--- src/logic/sfcf_map.vh ---
// Constants for the multi-I/O serial flash command front end.
// Assumes one includer; mode 0/3 link where the host samples on SCK rise.
// Notes on behaviour
// - Outside continuous read, every command opens with an eight-bit instruction byte.
// - Single-bit commands take everything on IO0 and return read data on IO1.
// - Dual/quad output reads take address on IO0, return data on 2 or 4 lines.
// - Dual/quad I/O commands take address and mode, return data, on 2 or 4 lines.
// - All-quad command mode carries every phase four bits per clock.
// - Otherwise the instruction alone sets the width of each later phase.
// - I/O reads carry mode bits after the address; a continue value implies next instruction.
// - In continuous read a command starts with address then mode bits, reusing the instruction.
// - Address is byte aligned, 24 or 32 bits, chosen by opcode or length bit.
// - Within a dual or quad group the least significant bit rides on IO0.
// - Bits and bit groups shift most significant first in both directions.
// - Address bytes arrive MSB first; data bytes go from rising byte addresses.
// - Reads allow zero or more dummy clocks before read data is driven.
// - During an embedded operation array reads are ignored; only few commands accepted.
// - A status read command lets the host see completion and success.
// - Host drives select, clock, IO0 single-bit; lines alternate in dual and quad.
// - Select falls before the first SCK rise, stays low; its rise ends the command.
// - Some commands are rejected when select rises off an eight-bit boundary.
// - Dedicated wide opcodes always take a 32-bit address.
// - Length bit reloads from nonvolatile copy at resets; when set, legacy opcodes use 32 bits.
// - The length bit governs the legacy opcode set.
`ifndef SFCF_MAP_VH
`define SFCF_MAP_VH
// Lane width codes
`define SFCF_W1        2'h0
`define SFCF_W2        2'h1
`define SFCF_W4        2'h2
// Decoded instruction info fields
`define SFCF_I_KNOWN   0
`define SFCF_I_RD      1
`define SFCF_I_WR      2
`define SFCF_I_DUMMY   3
`define SFCF_I_MODE    4
`define SFCF_I_DW      6:5
`define SFCF_I_AW      8:7
`define SFCF_I_AK      10:9
`define SFCF_INFO_W    11
// Address kinds
`define SFCF_AK_NONE   2'h0
`define SFCF_AK_LEG    2'h1
`define SFCF_AK_WIDE   2'h2
// Address and byte lengths in bits
`define SFCF_ABITS_S   6'h18
`define SFCF_ABITS_L   6'h20
`define SFCF_BYTE_BITS 6'h08
// Mode nibble that asks for continuous read
`define SFCF_CONT_NIB  4'hA
// Commands accepted while an embedded operation runs
`define SFCF_OP_RDSTAT 8'h05
`define SFCF_OP_RDREG  8'h65
`endif

--- src/logic/sfcf_front_end.v ---
// Command front end of a multi-I/O serial NOR flash: framing, widths, addressing.
// Assumes mclk far above SCK (SCK period >= 8 mclk); array, status and config live outside, except the volatile address length bit.
`timescale 1ns/1ps
`include "sfcf_map.vh"
module sfcf_front_end (
  input  wire        mclk,
  input  wire        srst,
  input  wire        cs_n,
  input  wire        sck,
  input  wire [3:0]  io_in,
  output reg  [3:0]  io_out,
  output reg  [3:0]  io_oe,
  input  wire        all_quad_command_mode,
  input  wire        nonvolatile_config_two_addr_len,
  input  wire        soft_reset,
  input  wire        addr_len_wr,
  input  wire        addr_len_wdata,
  input  wire        embedded_op_active,
  input  wire [3:0]  dummy_cycles,
  input  wire [7:0]  rd_data,
  output reg         volatile_config_two_addr_len,
  output reg         cmd_start,
  output reg  [7:0]  cmd_opcode,
  output reg  [31:0] cmd_addr,
  output reg         addr_valid,
  output reg  [7:0]  mode_bits,
  output reg         cont_read_active,
  output reg         rd_take,
  output reg         wr_valid,
  output reg  [7:0]  wr_byte,
  output reg  [31:0] wr_addr,
  output reg         cmd_end,
  output reg         cmd_reject
);
  localparam [7:0] ST_IDLE  = 8'h01;
  localparam [7:0] ST_INSTR = 8'h02;
  localparam [7:0] ST_ADDR  = 8'h04;
  localparam [7:0] ST_MODE  = 8'h08;
  localparam [7:0] ST_DUMMY = 8'h10;
  localparam [7:0] ST_RDATA = 8'h20;
  localparam [7:0] ST_WDATA = 8'h40;
  localparam [7:0] ST_SINK  = 8'h80;
  // Pack {addr kind, addr width, data width, mode, dummy, wr, rd, known}
  function [10:0] pk;
    input [1:0] ak, aw, dw;
    input       md, dm, wr, rd;
    begin
      pk = {ak, aw, dw, md, dm, wr, rd, 1'b1};
    end
  endfunction
  function [10:0] op_info;
    input [7:0] op;
    begin
      case (op)
        8'h03: op_info = pk(`SFCF_AK_LEG,  `SFCF_W1, `SFCF_W1, 1'b0, 1'b0, 1'b0, 1'b1);
        8'h13: op_info = pk(`SFCF_AK_WIDE, `SFCF_W1, `SFCF_W1, 1'b0, 1'b0, 1'b0, 1'b1);
        8'h0B, 8'h4B, 8'h65, 8'h19, 8'hFA, 8'hFC:
          op_info = pk(`SFCF_AK_LEG, `SFCF_W1, `SFCF_W1, 1'b0, 1'b1, 1'b0, 1'b1);
        8'h0C, 8'h18, 8'hE0, 8'hE2:
          op_info = pk(`SFCF_AK_WIDE, `SFCF_W1, `SFCF_W1, 1'b0, 1'b1, 1'b0, 1'b1);
        8'h3B: op_info = pk(`SFCF_AK_LEG,  `SFCF_W1, `SFCF_W2, 1'b0, 1'b1, 1'b0, 1'b1);
        8'h3C: op_info = pk(`SFCF_AK_WIDE, `SFCF_W1, `SFCF_W2, 1'b0, 1'b1, 1'b0, 1'b1);
        8'h6B: op_info = pk(`SFCF_AK_LEG,  `SFCF_W1, `SFCF_W4, 1'b0, 1'b1, 1'b0, 1'b1);
        8'h6C: op_info = pk(`SFCF_AK_WIDE, `SFCF_W1, `SFCF_W4, 1'b0, 1'b1, 1'b0, 1'b1);
        8'hBB: op_info = pk(`SFCF_AK_LEG,  `SFCF_W2, `SFCF_W2, 1'b1, 1'b1, 1'b0, 1'b1);
        8'hBC: op_info = pk(`SFCF_AK_WIDE, `SFCF_W2, `SFCF_W2, 1'b1, 1'b1, 1'b0, 1'b1);
        8'hEB, 8'hED: op_info = pk(`SFCF_AK_LEG, `SFCF_W4, `SFCF_W4, 1'b1, 1'b1, 1'b0, 1'b1);
        8'hEC, 8'hEE: op_info = pk(`SFCF_AK_WIDE, `SFCF_W4, `SFCF_W4, 1'b1, 1'b1, 1'b0, 1'b1);
        8'h02, 8'h71, 8'h42, 8'hFB:
          op_info = pk(`SFCF_AK_LEG, `SFCF_W1, `SFCF_W1, 1'b0, 1'b0, 1'b1, 1'b0);
        8'h12, 8'hE1: op_info = pk(`SFCF_AK_WIDE, `SFCF_W1, `SFCF_W1, 1'b0, 1'b0, 1'b1, 1'b0);
        8'h32: op_info = pk(`SFCF_AK_LEG,  `SFCF_W1, `SFCF_W4, 1'b0, 1'b0, 1'b1, 1'b0);
        8'h34: op_info = pk(`SFCF_AK_WIDE, `SFCF_W1, `SFCF_W4, 1'b0, 1'b0, 1'b1, 1'b0);
        8'h20, 8'hD8, 8'hD0, 8'hFD:
          op_info = pk(`SFCF_AK_LEG, `SFCF_W1, `SFCF_W1, 1'b0, 1'b0, 1'b0, 1'b0);
        8'h21, 8'hDC, 8'hE3:
          op_info = pk(`SFCF_AK_WIDE, `SFCF_W1, `SFCF_W1, 1'b0, 1'b0, 1'b0, 1'b0);
        8'h05: op_info = pk(`SFCF_AK_NONE, `SFCF_W1, `SFCF_W1, 1'b0, 1'b0, 1'b0, 1'b1);
        default: op_info = 11'h000;
      endcase
    end
  endfunction
  function [5:0] lanes;
    input [1:0] w;
    begin
      case (w)
        `SFCF_W2: lanes = 6'h02;
        `SFCF_W4: lanes = 6'h04;
        default:  lanes = 6'h01;
      endcase
    end
  endfunction
  // Group LSB from IO0, groups MSB first; and
  function [31:0] shift_in;
    input [31:0] sh;
    input [3:0]  io;
    input [1:0]  w;
    begin
      case (w)
        `SFCF_W2: shift_in = {sh[29:0], io[1:0]};
        `SFCF_W4: shift_in = {sh[27:0], io[3:0]};
        default:  shift_in = {sh[30:0], io[0]};
      endcase
    end
  endfunction
  // Top bits of the byte go out first, MSB of group on the highest lane
  function [3:0] lane_bits;
    input [7:0] b;
    input [1:0] w;
    begin
      case (w)
        `SFCF_W2: lane_bits = {2'h0, b[7:6]};
        `SFCF_W4: lane_bits = b[7:4];
        default:  lane_bits = {2'h0, b[7], 1'b0};
      endcase
    end
  endfunction
  function [3:0] lane_oe;
    input [1:0] w;
    begin
      case (w)
        `SFCF_W2: lane_oe = 4'h3;
        `SFCF_W4: lane_oe = 4'hF;
        default:  lane_oe = 4'h2;
      endcase
    end
  endfunction
  // Pin synchronisers
  reg        cs_s1, cs_s2, cs_s3;
  reg        sck_s1, sck_s2, sck_s3;
  reg [3:0]  io_s1, io_s2;
  reg [7:0]  st_q;
  reg [10:0] info_q;
  reg [5:0]  bcnt_q;
  reg [5:0]  abits_q;
  reg [31:0] sh_q;
  reg [3:0]  dcnt_q;
  reg [7:0]  ob_q;
  reg [3:0]  obcnt_q;
  reg [7:0]  cont_op_q;
  reg        reload_q;
  wire       cs_rise  = cs_s2 & ~cs_s3;
  wire       cs_fall  = ~cs_s2 & cs_s3;
  wire       sck_rise = sck_s2 & ~sck_s3;
  wire       sck_fall = ~sck_s2 & sck_s3;
  reg [1:0]  cur_w;
  reg [31:0] sh_nxt;
  reg [5:0]  bcnt_nxt;
  reg [10:0] dec;
  reg [7:0]  rd_go;
  reg [7:0]  post_addr;
  reg [5:0]  n_out;
  always @*
  begin
    if (all_quad_command_mode)
      cur_w = `SFCF_W4;
    else if (st_q == ST_INSTR)
      cur_w = `SFCF_W1;
    else if (st_q == ST_ADDR || st_q == ST_MODE)
      cur_w = info_q[`SFCF_I_AW];
    else
      cur_w = info_q[`SFCF_I_DW];
    sh_nxt   = shift_in(sh_q, io_s2, cur_w);
    bcnt_nxt = bcnt_q + lanes(cur_w);
    n_out    = lanes(cur_w);
    dec      = op_info(sh_nxt[7:0]);
    if (embedded_op_active && sh_nxt[7:0] != `SFCF_OP_RDSTAT
        && sh_nxt[7:0] != `SFCF_OP_RDREG)
      dec = 11'h000;
    rd_go = (info_q[`SFCF_I_DUMMY] && dummy_cycles != 4'h0) ? ST_DUMMY : ST_RDATA;
    if (info_q[`SFCF_I_MODE])
      post_addr = ST_MODE;
    else if (info_q[`SFCF_I_RD])
      post_addr = rd_go;
    else if (info_q[`SFCF_I_WR])
      post_addr = ST_WDATA;
    else
      post_addr = ST_SINK;
  end
  always @(posedge mclk)
  begin
    if (srst)
    begin
      {cs_s3, cs_s2, cs_s1}    <= 3'h7;
      {sck_s3, sck_s2, sck_s1} <= 3'h0;
      {io_s2, io_s1}           <= 8'h00;
    end
    else
    begin
      {cs_s3, cs_s2, cs_s1}    <= {cs_s2, cs_s1, cs_n};
      {sck_s3, sck_s2, sck_s1} <= {sck_s2, sck_s1, sck};
      {io_s2, io_s1}           <= {io_s1, io_in};
    end
  end
  // Length bit reload one cycle after any reset
  always @(posedge mclk)
  begin
    if (srst)
    begin
      reload_q                     <= 1'b1;
      volatile_config_two_addr_len <= 1'b0;
    end
    else
    begin
      reload_q <= soft_reset;
      if (reload_q)
        volatile_config_two_addr_len <= nonvolatile_config_two_addr_len;
      else if (addr_len_wr)
        volatile_config_two_addr_len <= addr_len_wdata;
    end
  end
  always @(posedge mclk)
  begin
    if (srst)
    begin
      st_q             <= ST_IDLE;
      info_q           <= 11'h000;
      bcnt_q           <= 6'h00;
      abits_q          <= `SFCF_ABITS_S;
      sh_q             <= 32'h0000_0000;
      dcnt_q           <= 4'h0;
      ob_q             <= 8'h00;
      obcnt_q          <= 4'h0;
      cont_op_q        <= 8'h00;
      cont_read_active <= 1'b0;
      io_out           <= 4'h0;
      io_oe            <= 4'h0;
      cmd_start        <= 1'b0;
      cmd_opcode       <= 8'h00;
      cmd_addr         <= 32'h0000_0000;
      addr_valid       <= 1'b0;
      mode_bits        <= 8'h00;
      rd_take          <= 1'b0;
      wr_valid         <= 1'b0;
      wr_byte          <= 8'h00;
      wr_addr          <= 32'h0000_0000;
      cmd_end          <= 1'b0;
      cmd_reject       <= 1'b0;
    end
    else
    begin
      cmd_start  <= 1'b0;
      addr_valid <= 1'b0;
      rd_take    <= 1'b0;
      wr_valid   <= 1'b0;
      cmd_end    <= 1'b0;
      cmd_reject <= 1'b0;
      if (soft_reset)
        cont_read_active <= 1'b0;
      if (cs_rise)
      begin
        if (st_q != ST_IDLE)
        begin
          cmd_end    <= 1'b1;
          cmd_reject <= info_q[`SFCF_I_WR] && (bcnt_q[2:0] != 3'h0);
        end
        st_q  <= ST_IDLE;
        io_oe <= 4'h0;
      end
      else if (cs_fall)
      begin
        cmd_start <= 1'b1;
        bcnt_q    <= 6'h00;
        sh_q      <= 32'h0000_0000;
        obcnt_q   <= 4'h0;
        if (cont_read_active)
        begin
          st_q       <= ST_ADDR;
          cmd_opcode <= cont_op_q;
          info_q     <= embedded_op_active ? 11'h000 : op_info(cont_op_q);
        end
        else
          st_q <= ST_INSTR;
      end
      else if (!cs_s2 && sck_rise)
      begin
        sh_q   <= sh_nxt;
        bcnt_q <= bcnt_nxt;
        case (st_q)
          ST_INSTR:
          begin
            if (bcnt_nxt == `SFCF_BYTE_BITS)
            begin
              cmd_opcode <= sh_nxt[7:0];
              info_q     <= dec;
              bcnt_q     <= 6'h00;
              sh_q       <= 32'h0000_0000;
              cmd_addr   <= 32'h0000_0000;
              if (dec[`SFCF_I_AK] == `SFCF_AK_WIDE || volatile_config_two_addr_len)
                abits_q <= `SFCF_ABITS_L;
              else
                abits_q <= `SFCF_ABITS_S;
              if (!dec[`SFCF_I_KNOWN])
                st_q <= ST_SINK;
              else if (dec[`SFCF_I_AK] != `SFCF_AK_NONE)
                st_q <= ST_ADDR;
              else if (dec[`SFCF_I_RD])
                st_q <= ST_RDATA;
              else
                st_q <= ST_SINK;
            end
          end
          ST_ADDR:
          begin
            if (bcnt_nxt == abits_q)
            begin
              cmd_addr   <= sh_nxt;
              addr_valid <= 1'b1;
              bcnt_q     <= 6'h00;
              sh_q       <= 32'h0000_0000;
              dcnt_q     <= 4'h0;
              st_q       <= post_addr;
            end
          end
          ST_MODE:
          begin
            if (bcnt_nxt == `SFCF_BYTE_BITS)
            begin
              mode_bits        <= sh_nxt[7:0];
              cont_read_active <= (sh_nxt[7:4] == `SFCF_CONT_NIB);
              cont_op_q        <= cmd_opcode;
              bcnt_q           <= 6'h00;
              st_q             <= rd_go;
            end
          end
          ST_DUMMY:
          begin
            dcnt_q <= dcnt_q + 4'h1;
            if (dcnt_q + 4'h1 == dummy_cycles)
              st_q <= ST_RDATA;
          end
          ST_WDATA:
          begin
            if (bcnt_nxt == `SFCF_BYTE_BITS)
            begin
              wr_valid <= 1'b1;
              wr_byte  <= sh_nxt[7:0];
              wr_addr  <= cmd_addr;
              cmd_addr <= cmd_addr + 32'h0000_0001;
              bcnt_q   <= 6'h00;
            end
          end
          ST_RDATA, ST_SINK, ST_IDLE: bcnt_q <= bcnt_q;
          default: st_q <= ST_IDLE;
        endcase
      end
      else if (!cs_s2 && sck_fall && st_q == ST_RDATA)
      begin
        io_oe <= lane_oe(cur_w);
        if (obcnt_q == 4'h0)
        begin
          io_out   <= lane_bits(rd_data, cur_w);
          ob_q     <= rd_data << n_out[2:0];
          obcnt_q  <= 4'h8 - n_out[3:0];
          rd_take  <= 1'b1;
          cmd_addr <= cmd_addr + 32'h0000_0001;
        end
        else
        begin
          io_out  <= lane_bits(ob_q, cur_w);
          ob_q    <= ob_q << n_out[2:0];
          obcnt_q <= obcnt_q - n_out[3:0];
        end
      end
    end
  end
endmodule // sfcf_front_end

--- config.mk ---
export PLATFORM = sky130hd
export DESIGN_NAME = sfcf_front_end
export DESIGN_NICKNAME = d
export VERILOG_FILES = /design/src/logic/sfcf_front_end.v
export VERILOG_INCLUDE_DIRS = /design/src /design/src/logic
export SDC_FILE = /design/constraint.sdc
export NUM_CORES = 1
export LEC_CHECK = 0
export BUFFER_PORTS_ARGS = -buffer_cell sky130_fd_sc_hd__buf_2
export CAP_MARGIN = 20
export CORE_ASPECT_RATIO = 1.25
export CORE_UTILIZATION = 59
export CTS_CLUSTER_DIAMETER = 30
export CTS_CLUSTER_SIZE = 16
export DETAILED_ROUTE_END_ITERATION = 6
export HOLD_SLACK_MARGIN = 0.03
export PLACE_DENSITY = 0.89
export SLEW_MARGIN = 20
export SYNTH_ARGS = -nofsm -noshare
export SYNTH_HDL_FRONTEND = slang
export SYNTH_SLANG_ARGS = --single-unit
--- constraint.sdc ---
create_clock -name mclk -period 6.2 [get_ports mclk]
set_input_delay 0.62 -clock mclk [delete_from_list [all_inputs] [get_ports mclk]]
set_output_delay 0.62 -clock mclk [all_outputs]
set_load 0.03 [all_outputs]
# Yosys cells after proc, flatten, opt, wreduce, memory -nomap -nowiden
# Index checks and enable logic that the tools add are counted.
# classes
n_lt_le_gt_ge	0
n_addsub	5
shifts	2
mux	76
div_mod_pow	0
n_bitwise	15
reduce_logical	59
eq_ne	107
multipliers	0
# ops
cell	count
8-bit equality test, second input constant	35
11-bit one-hot mux with 19 select lines	1
32-bit 2-to-1 mux	6
9-bit one-hot mux with 19 select lines	1
8-bit 2-to-1 mux	18
31-bit 2-to-1 mux	4
8-bit by 6-bit equality test with 1-bit output, second input constant	13
8-bit by 7-bit equality test with 1-bit output, second input constant	13
32-bit one-hot mux with 3 select lines	1
8-bit by 5-bit equality test with 1-bit output, second input constant	9
32-bit one-hot mux with 2 select lines	1
31-bit one-hot mux with 2 select lines	1
9-bit 2-to-1 mux	6
8-bit by 2-bit equality test with 1-bit output, second input constant	5
8-bit by 4-bit equality test with 1-bit output, second input constant	5
8-bit one-hot mux with 5 select lines	1
6-bit 2-to-1 mux	6
32-bit by 1-bit adder with 32-bit output, second input constant	1
4-bit one-hot mux with 2 select lines	4
4-bit OR reduction	7
5-bit AND reduction	5
8-bit by 3-bit equality test with 1-bit output, second input constant	3
4-bit 2-to-1 mux	6
6-bit one-hot mux with 3 select lines	1
other kinds (43)	111
# word_totals
mem_count	0
mem_bits_ro	0
mem_bits_rw	0
latch_bits	0
out_inout_bits	104
regBits	203

# Longest topological paths before layout
# depth
ltp_word	18
mapped_depth	26

# Worst setup path before layout
# No wires, ideal clock.
# synth_timing
kind	register -> register
start	reg st_q[5]
end	reg info_q[7]
path_slack_ns	0.722
n_path_buf	6
arrival_time_ns	5.346
stages_incl_launch_ff	24
required_ns	6.068
setup_time_ns	0.132
path_cell_list	dfxtp_1 > nor2_1 > nand3_1 > or3b_2 > clkbuf_1 > nand3_1 > a21oi_1 > or2_2 > inv_1 > ha_1 > buf_6 > buf_6 > clkbuf_1 > clkinv_1 > fa_1 > inv_1 > or3_1 > or4_1 > buf_2 > o31ai_1 > nand2_1 > clkbuf_1 > a221oi_1 > nor3_2
# synth_between
elab_chain_len	15
# synth_lines
item	line	source
from (decl)	sfcf_front_end.v:132	reg [7:0] st_q;
from (signal assigned)	sfcf_front_end.v:312	st_q <= post_addr;
from (signal assigned)	sfcf_front_end.v:323	st_q <= rd_go;
8-bit by 3-bit equality test with 1-bit output / 8-bit by 4-bit equality test with 1-bit output (equally long branches)	sfcf_front_end.v:159	else if (st_q == ST_ADDR || st_q == ST_MODE)
1-bit logical OR	sfcf_front_end.v:159	
2-bit 2-to-1 mux	sfcf_front_end.v:159	
2-bit 2-to-1 mux	sfcf_front_end.v:157	else if (st_q == ST_INSTR)
2-bit 2-to-1 mux	sfcf_front_end.v:155	if (all_quad_command_mode)
2-bit equality test / 2-bit by 1-bit equality test with 1-bit output (equally long branches)	sfcf_front_end.v:86, sfcf_front_end.v:99	
32-bit one-hot mux with 2 select lines	sfcf_front_end.v:99	case (w)
8-bit by 4-bit equality test with 1-bit output (tied with other cells)	sfcf_front_end.v:54	case (op)
6-bit OR reduction (tied with other cells)	sfcf_front_end.v:54	
11-bit one-hot mux with 19 select lines / 1-bit logical AND (equally long branches)	n/a	
11-bit 2-to-1 mux	sfcf_front_end.v:167	if (embedded_op_active && sh_nxt[7:0] != `SFCF_OP_RDSTAT
9-bit 2-to-1 mux	sfcf_front_end.v:282	if (bcnt_nxt == `SFCF_BYTE_BITS)
9-bit 2-to-1 mux	sfcf_front_end.v:279	case (st_q)
9-bit 2-to-1 mux	sfcf_front_end.v:275	else if (!cs_s2 && sck_rise)
9-bit 2-to-1 mux	sfcf_front_end.v:260	else if (cs_fall)
to (signal assigned)	sfcf_front_end.v:270	info_q <= embedded_op_active ? 11'h000 : op_info(cont_op_q);
to (decl)	sfcf_front_end.v:133	reg [10:0] info_q;
# Several ways; a longest one is shown, not always the timed one. The select of a mux whose other input is x is not followed.
# A chain may end at the register's enable or synchronous reset.

# Worst setup path after layout
# layout_timing
start	reg st_q[7]
end	reg cmd_opcode[0]
# layout_between
elab_chain_len	11
# layout_lines
item	line	source
8-bit by 3-bit equality test with 1-bit output / 8-bit by 4-bit equality test with 1-bit output (equally long branches)	sfcf_front_end.v:159	
1-bit logical OR	sfcf_front_end.v:159	
2-bit 2-to-1 mux	sfcf_front_end.v:159	
2-bit 2-to-1 mux	sfcf_front_end.v:157	
2-bit 2-to-1 mux	sfcf_front_end.v:155	
2-bit equality test / 2-bit by 1-bit equality test with 1-bit output (equally long branches)	sfcf_front_end.v:86	case (w)
3-bit one-hot mux with 2 select lines	sfcf_front_end.v:86	
6-bit adder	sfcf_front_end.v:164	bcnt_nxt = bcnt_q + lanes(cur_w);
6-bit by 4-bit equality test with 1-bit output (no line)	n/a	
2-bit nonzero test (no line)	n/a	
5-bit AND reduction (no line) (*)	n/a	
to (signal assigned)	sfcf_front_end.v:269	cmd_opcode <= cont_op_q;
to (signal assigned)	sfcf_front_end.v:284	cmd_opcode <= sh_nxt[7:0];
to (decl)	sfcf_front_end.v:23	output reg [7:0] cmd_opcode,
# Mark *: on every way between the ends. The rest lies on a longest branch, timed or not.

==> results.md <==
* Outcome: complete, but fails checks
* Failing checks: DRC
* Area occupied by multi-input gates at 0.00629 mm²
* CTS max path bufs at 2
* Clk_skew at about 0.010 ns
* Comb pwr share at about 7.4%
* Max_slew headroom at between 30% and 40%
* Pleak at ~0.0046 µW
* Layout cells sized above 1 at roughly 16%
* Worst-path fanout max at 19
* Worst Path Required at roughly 6.6 ns
* Slew Limit Fails at 0
* R2r setup slk at ~0.53 ns
* Synth Net Count at about 1,400
* DRC at 4
* Postcts setup bufs at 0
* Antenna cell count at 0
* Net count reported at finish at around 1,500
* Vias per cell at ~6.5
* Final Routed Wirelength at ~32 mm
* Die extent in x at 123 µm
* Gate Count Post-Synth at between 1,000 and 1,500
* Register area share after synthesis at a little under two fifths
* WL/cell at 18.8 µm
* Final Hold Viols at 0
* HP Start: cs_n
* Launching point of the worst reg2reg path: st_q[7]
* Worst-Margin Slew at approximately 1.0 ns
* Commonest non-fill, non-tap cell in the layout: nand2_1
* Die area at 0.0187 mm²
* Max-cap viol count at 0
* Starting Density at about 60%
* Clock sink count at between 150 and 200
* RSZ-0062 raised after global routing: no
* YS warnings at 0
* Initial antenna violation count at 0
* Post-route ant nets at 0
* Synth async-reset ratio at 0%
* CTS tree: done
* Fillers at roughly 1,400
* DP HPWL at between 20 and 25 mm
* Total CTS buffers at 17
* Crit start category: flip-flop
* FF+latch area at around 0.004 mm²
* Net Sw Frac at between 20% and 30%
* Seq pwr share at between 40 and 50%
* Via Count at approximately 11,000
* Final setup violation count at 0
* I/O Pins at between 100 and 150
* PD cells at between 200 and 250 mW/mm²
* Peak VDD IR at roughly 180 µV
* Critical R2R Capture: cmd_opcode[0]
* Worst skew pair latency at ~0.45 ns
* Final std cells w/o fill at 1,681
* CP Capture Type: flip-flop
* Post-cts sizing count at 0
* Hold path depth at 2
* Number of enable flip-flop cells after synthesis at 0
* Worst hold path endpoint: cs_s1
* Most frequent cells in the layout: nand2_1 (198), dfxtp_1 (197), nor2_1 (165), buf_2 (128), a21oi_1 (119)
* Placer congestion estimate at roughly 0.97
* Final setup TNS at 0 ns
* Total gr overflow at 0
* Tcrit/Tclk final at 91.4%
* Tot Pwr at around 2600 µW
* Std cell rows at 54
* CORE AREA at roughly 0.018 mm²
* H-Tree Depth at 4
* Sw Pwr at about 660 µW
* FF+latch count, synth at 197
* Post-Synthesis Cell Area at approximately 0.011 mm²
* Layout Area Growth over Synthesis at 11.7%
* I/O Buffers at approximately 130
* Internal at between 1500 and 2000 µW
* Final Util at 68.0%
* Hold-fix buffers, CTS at 0
* Worst Hold Class: in2reg
* Root buf cell: clkbuf_16
* Placed insts at approximately 1,600
* Crit Path Class: reg2reg
* Initial DRC Count at 1,134
* Die height at between 150 and 200 µm
* Largest net degree at the start of global routing at 76
* Clock transition at path regs at 0.07 ns
* Post-synth top flop: dfxtp_1
* TritonRoute pass-1 iters at 7
* R2R depth at 15
* Min Tclk post-route at 5.67 ns
* Gr usage total at between 30% and 40%
* Fmax at approximately 0.18 GHz
* First-pass GRT wire length at 50.8 mm
* Distinct cell type count after synthesis at slightly above 90
* Critical Path AT at slightly above 6 ns
* Clk pwr share at between 40% and 50%
* Vias in the first global route at 10,100
* Syn_area_per_cell at around 8 µm²
## Yosys cell counts, types with 4 or more instances
cell | count | area share [%]
xnor2_1 | 16 | 1.3
or2b_1 | 4 | 0.28
nand2b_1 | 9 | 0.52
buf_2 | 17 | 0.79
a31oi_1 | 11 | 0.64
clkbuf_1 | 76 | 2.7
dfxtp_1 | 197 | 37
or2_2 | 12 | 0.70
o31ai_1 | 5 | 0.35
nor3_1 | 57 | 2.7
a21o_1 | 4 | 0.28
nor3b_1 | 14 | 0.98
nand3b_1 | 5 | 0.35
buf_6 | 5 | 0.52
o211ai_1 | 5 | 0.35
xor2_1 | 11 | 0.90
ha_1 | 13 | 1.5
nand3_1 | 31 | 1.4
a221o_1 | 31 | 2.9
or4_1 | 7 | 0.49
and2_1 | 6 | 0.35
inv_1 | 23 | 0.80
and3_1 | 10 | 0.58
nor2b_1 | 20 | 1.2
a21oi_1 | 119 | 5.5
o221a_2 | 7 | 0.73
mux2i_1 | 24 | 2.2
a211oi_1 | 21 | 1.5
o32ai_1 | 6 | 0.49
a2bb2oi_1 | 23 | 1.9
a221oi_1 | 16 | 1.3
nand4_1 | 16 | 0.93
o21ai_0 | 65 | 3.0
o22ai_1 | 7 | 0.41
nand4b_1 | 4 | 0.33
a22oi_1 | 18 | 1.3
nand2_1 | 198 | 6.9
nor2_1 | 166 | 5.8
nor4_1 | 16 | 0.93
## power by group through the flow
stage,registers [µW],clock network (µW),logic (µW)
floorplan,1310,0,132
global placement,1310,0,182
detailed placement,1310,0,183
CTS,1280,1110,185
global route,1280,1160,203
finish,1280,1100,190
## worst max-delay path by stage
stage / startpoint / to / slack (ns) / cells after the start
after floorplan: st_q[5] / info_q[7] / 0.72 / 23
after global placement: st_q[5] / cmd_addr[7] / 0.77 / 16
after detailed placement: st_q[5] / cmd_opcode[0] / 0.64 / 16
after CTS: st_q[5] / cmd_opcode[0] / 0.63 / 16
after global routing: st_q[7] / cmd_addr[1] / 0.1 / 15
final: st_q[7] / cmd_opcode[0] / 0.53 / 15
## kinds of logic (layout without fill, tap and decap cells)
| logic type | count (synthesis) | after routing | share of synthesized area [%] |
|---|---|---|---|
| AOI/OAI and AO/OA | 386 | 386 | 25.2 |
| and+or+nand+nor | 600 | 600 | 26.6 |
| muxes | 26 | 26 | 2.45 |
| DFF | 197 | 197 | 36.7 |
| adders and majority gates | 15 | 15 | 1.89 |
| buffers and inverters | 125 | 206 | 4.99 |
| xor gates and xnor gates | 27 | 27 | 2.20 |
## cell type report
class	count	area share, %
multi-input cells	1054	52.5
clock buffers	18	3.66
repair buffers	150	6.72
well taps	224	2.34
flip-flops and latches	197	32.9
inverters	24	0.751
clock inverters	14	1.18
## through the flow
stage | hold slack [ns] | setup WS (ns) | cell area, µm²
2_1_floorplan | 0.389 | 0.722 | 10700
5_1_grt | 0.368 | 0.0988 | 12000
3_3_place_gp | 0.396 | 0.765 | 11400
6_report | 0.354 | 0.532 | 12000
3_5_place_dp | 0.399 | 0.638 | 11400
4_1_cts | 0.347 | 0.625 | 12000
## critical path, cell delays in order (launching register included)
cell,delay [ns]
dfxtp_1,0.36
nor4_1,0.61
nand4b_1,0.42
nand2_1,0.26
mux2i_1,0.10
nor3_1,0.27
ha_2,0.24
clkinv_1,0.32
fa_1,0.62
inv_1,0.06
or3_1,0.38
or4_1,0.69
o31ai_1,0.34
and2_1,0.61
nor2_1,0.09
a211oi_1,0.22
## state kept, by name, indices dropped and copies added, names as in the netlist, 2 cells and up
register,cells
abits_q,2
bcnt_q,6
cmd_addr,32
cmd_opcode,8
cont_op_q,8
dcnt_q,4
info_q,8
io_oe,3
io_out,4
io_s1,4
io_s2,4
mode_bits,8
ob_q,8
obcnt_q,4
sh_q,31
st_q,8
wr_addr,32
wr_byte,8
## metal layers
metal / share of wire, % / wire [µm] / GRT usage, % / vias to the layer above
met5: 0 / 0 / 0 / -
met4: 5.4 / 1720 / 21.1 / 0
met3: 7.5 / 2380 / 6.46 / 124
met2: 49 / 15500 / 56.8 / 546
met1: 38 / 12000 / 39.3 / 5158
li1: - / - / - / 5137
Note: power is estimated with default switching activity, not from simulation.
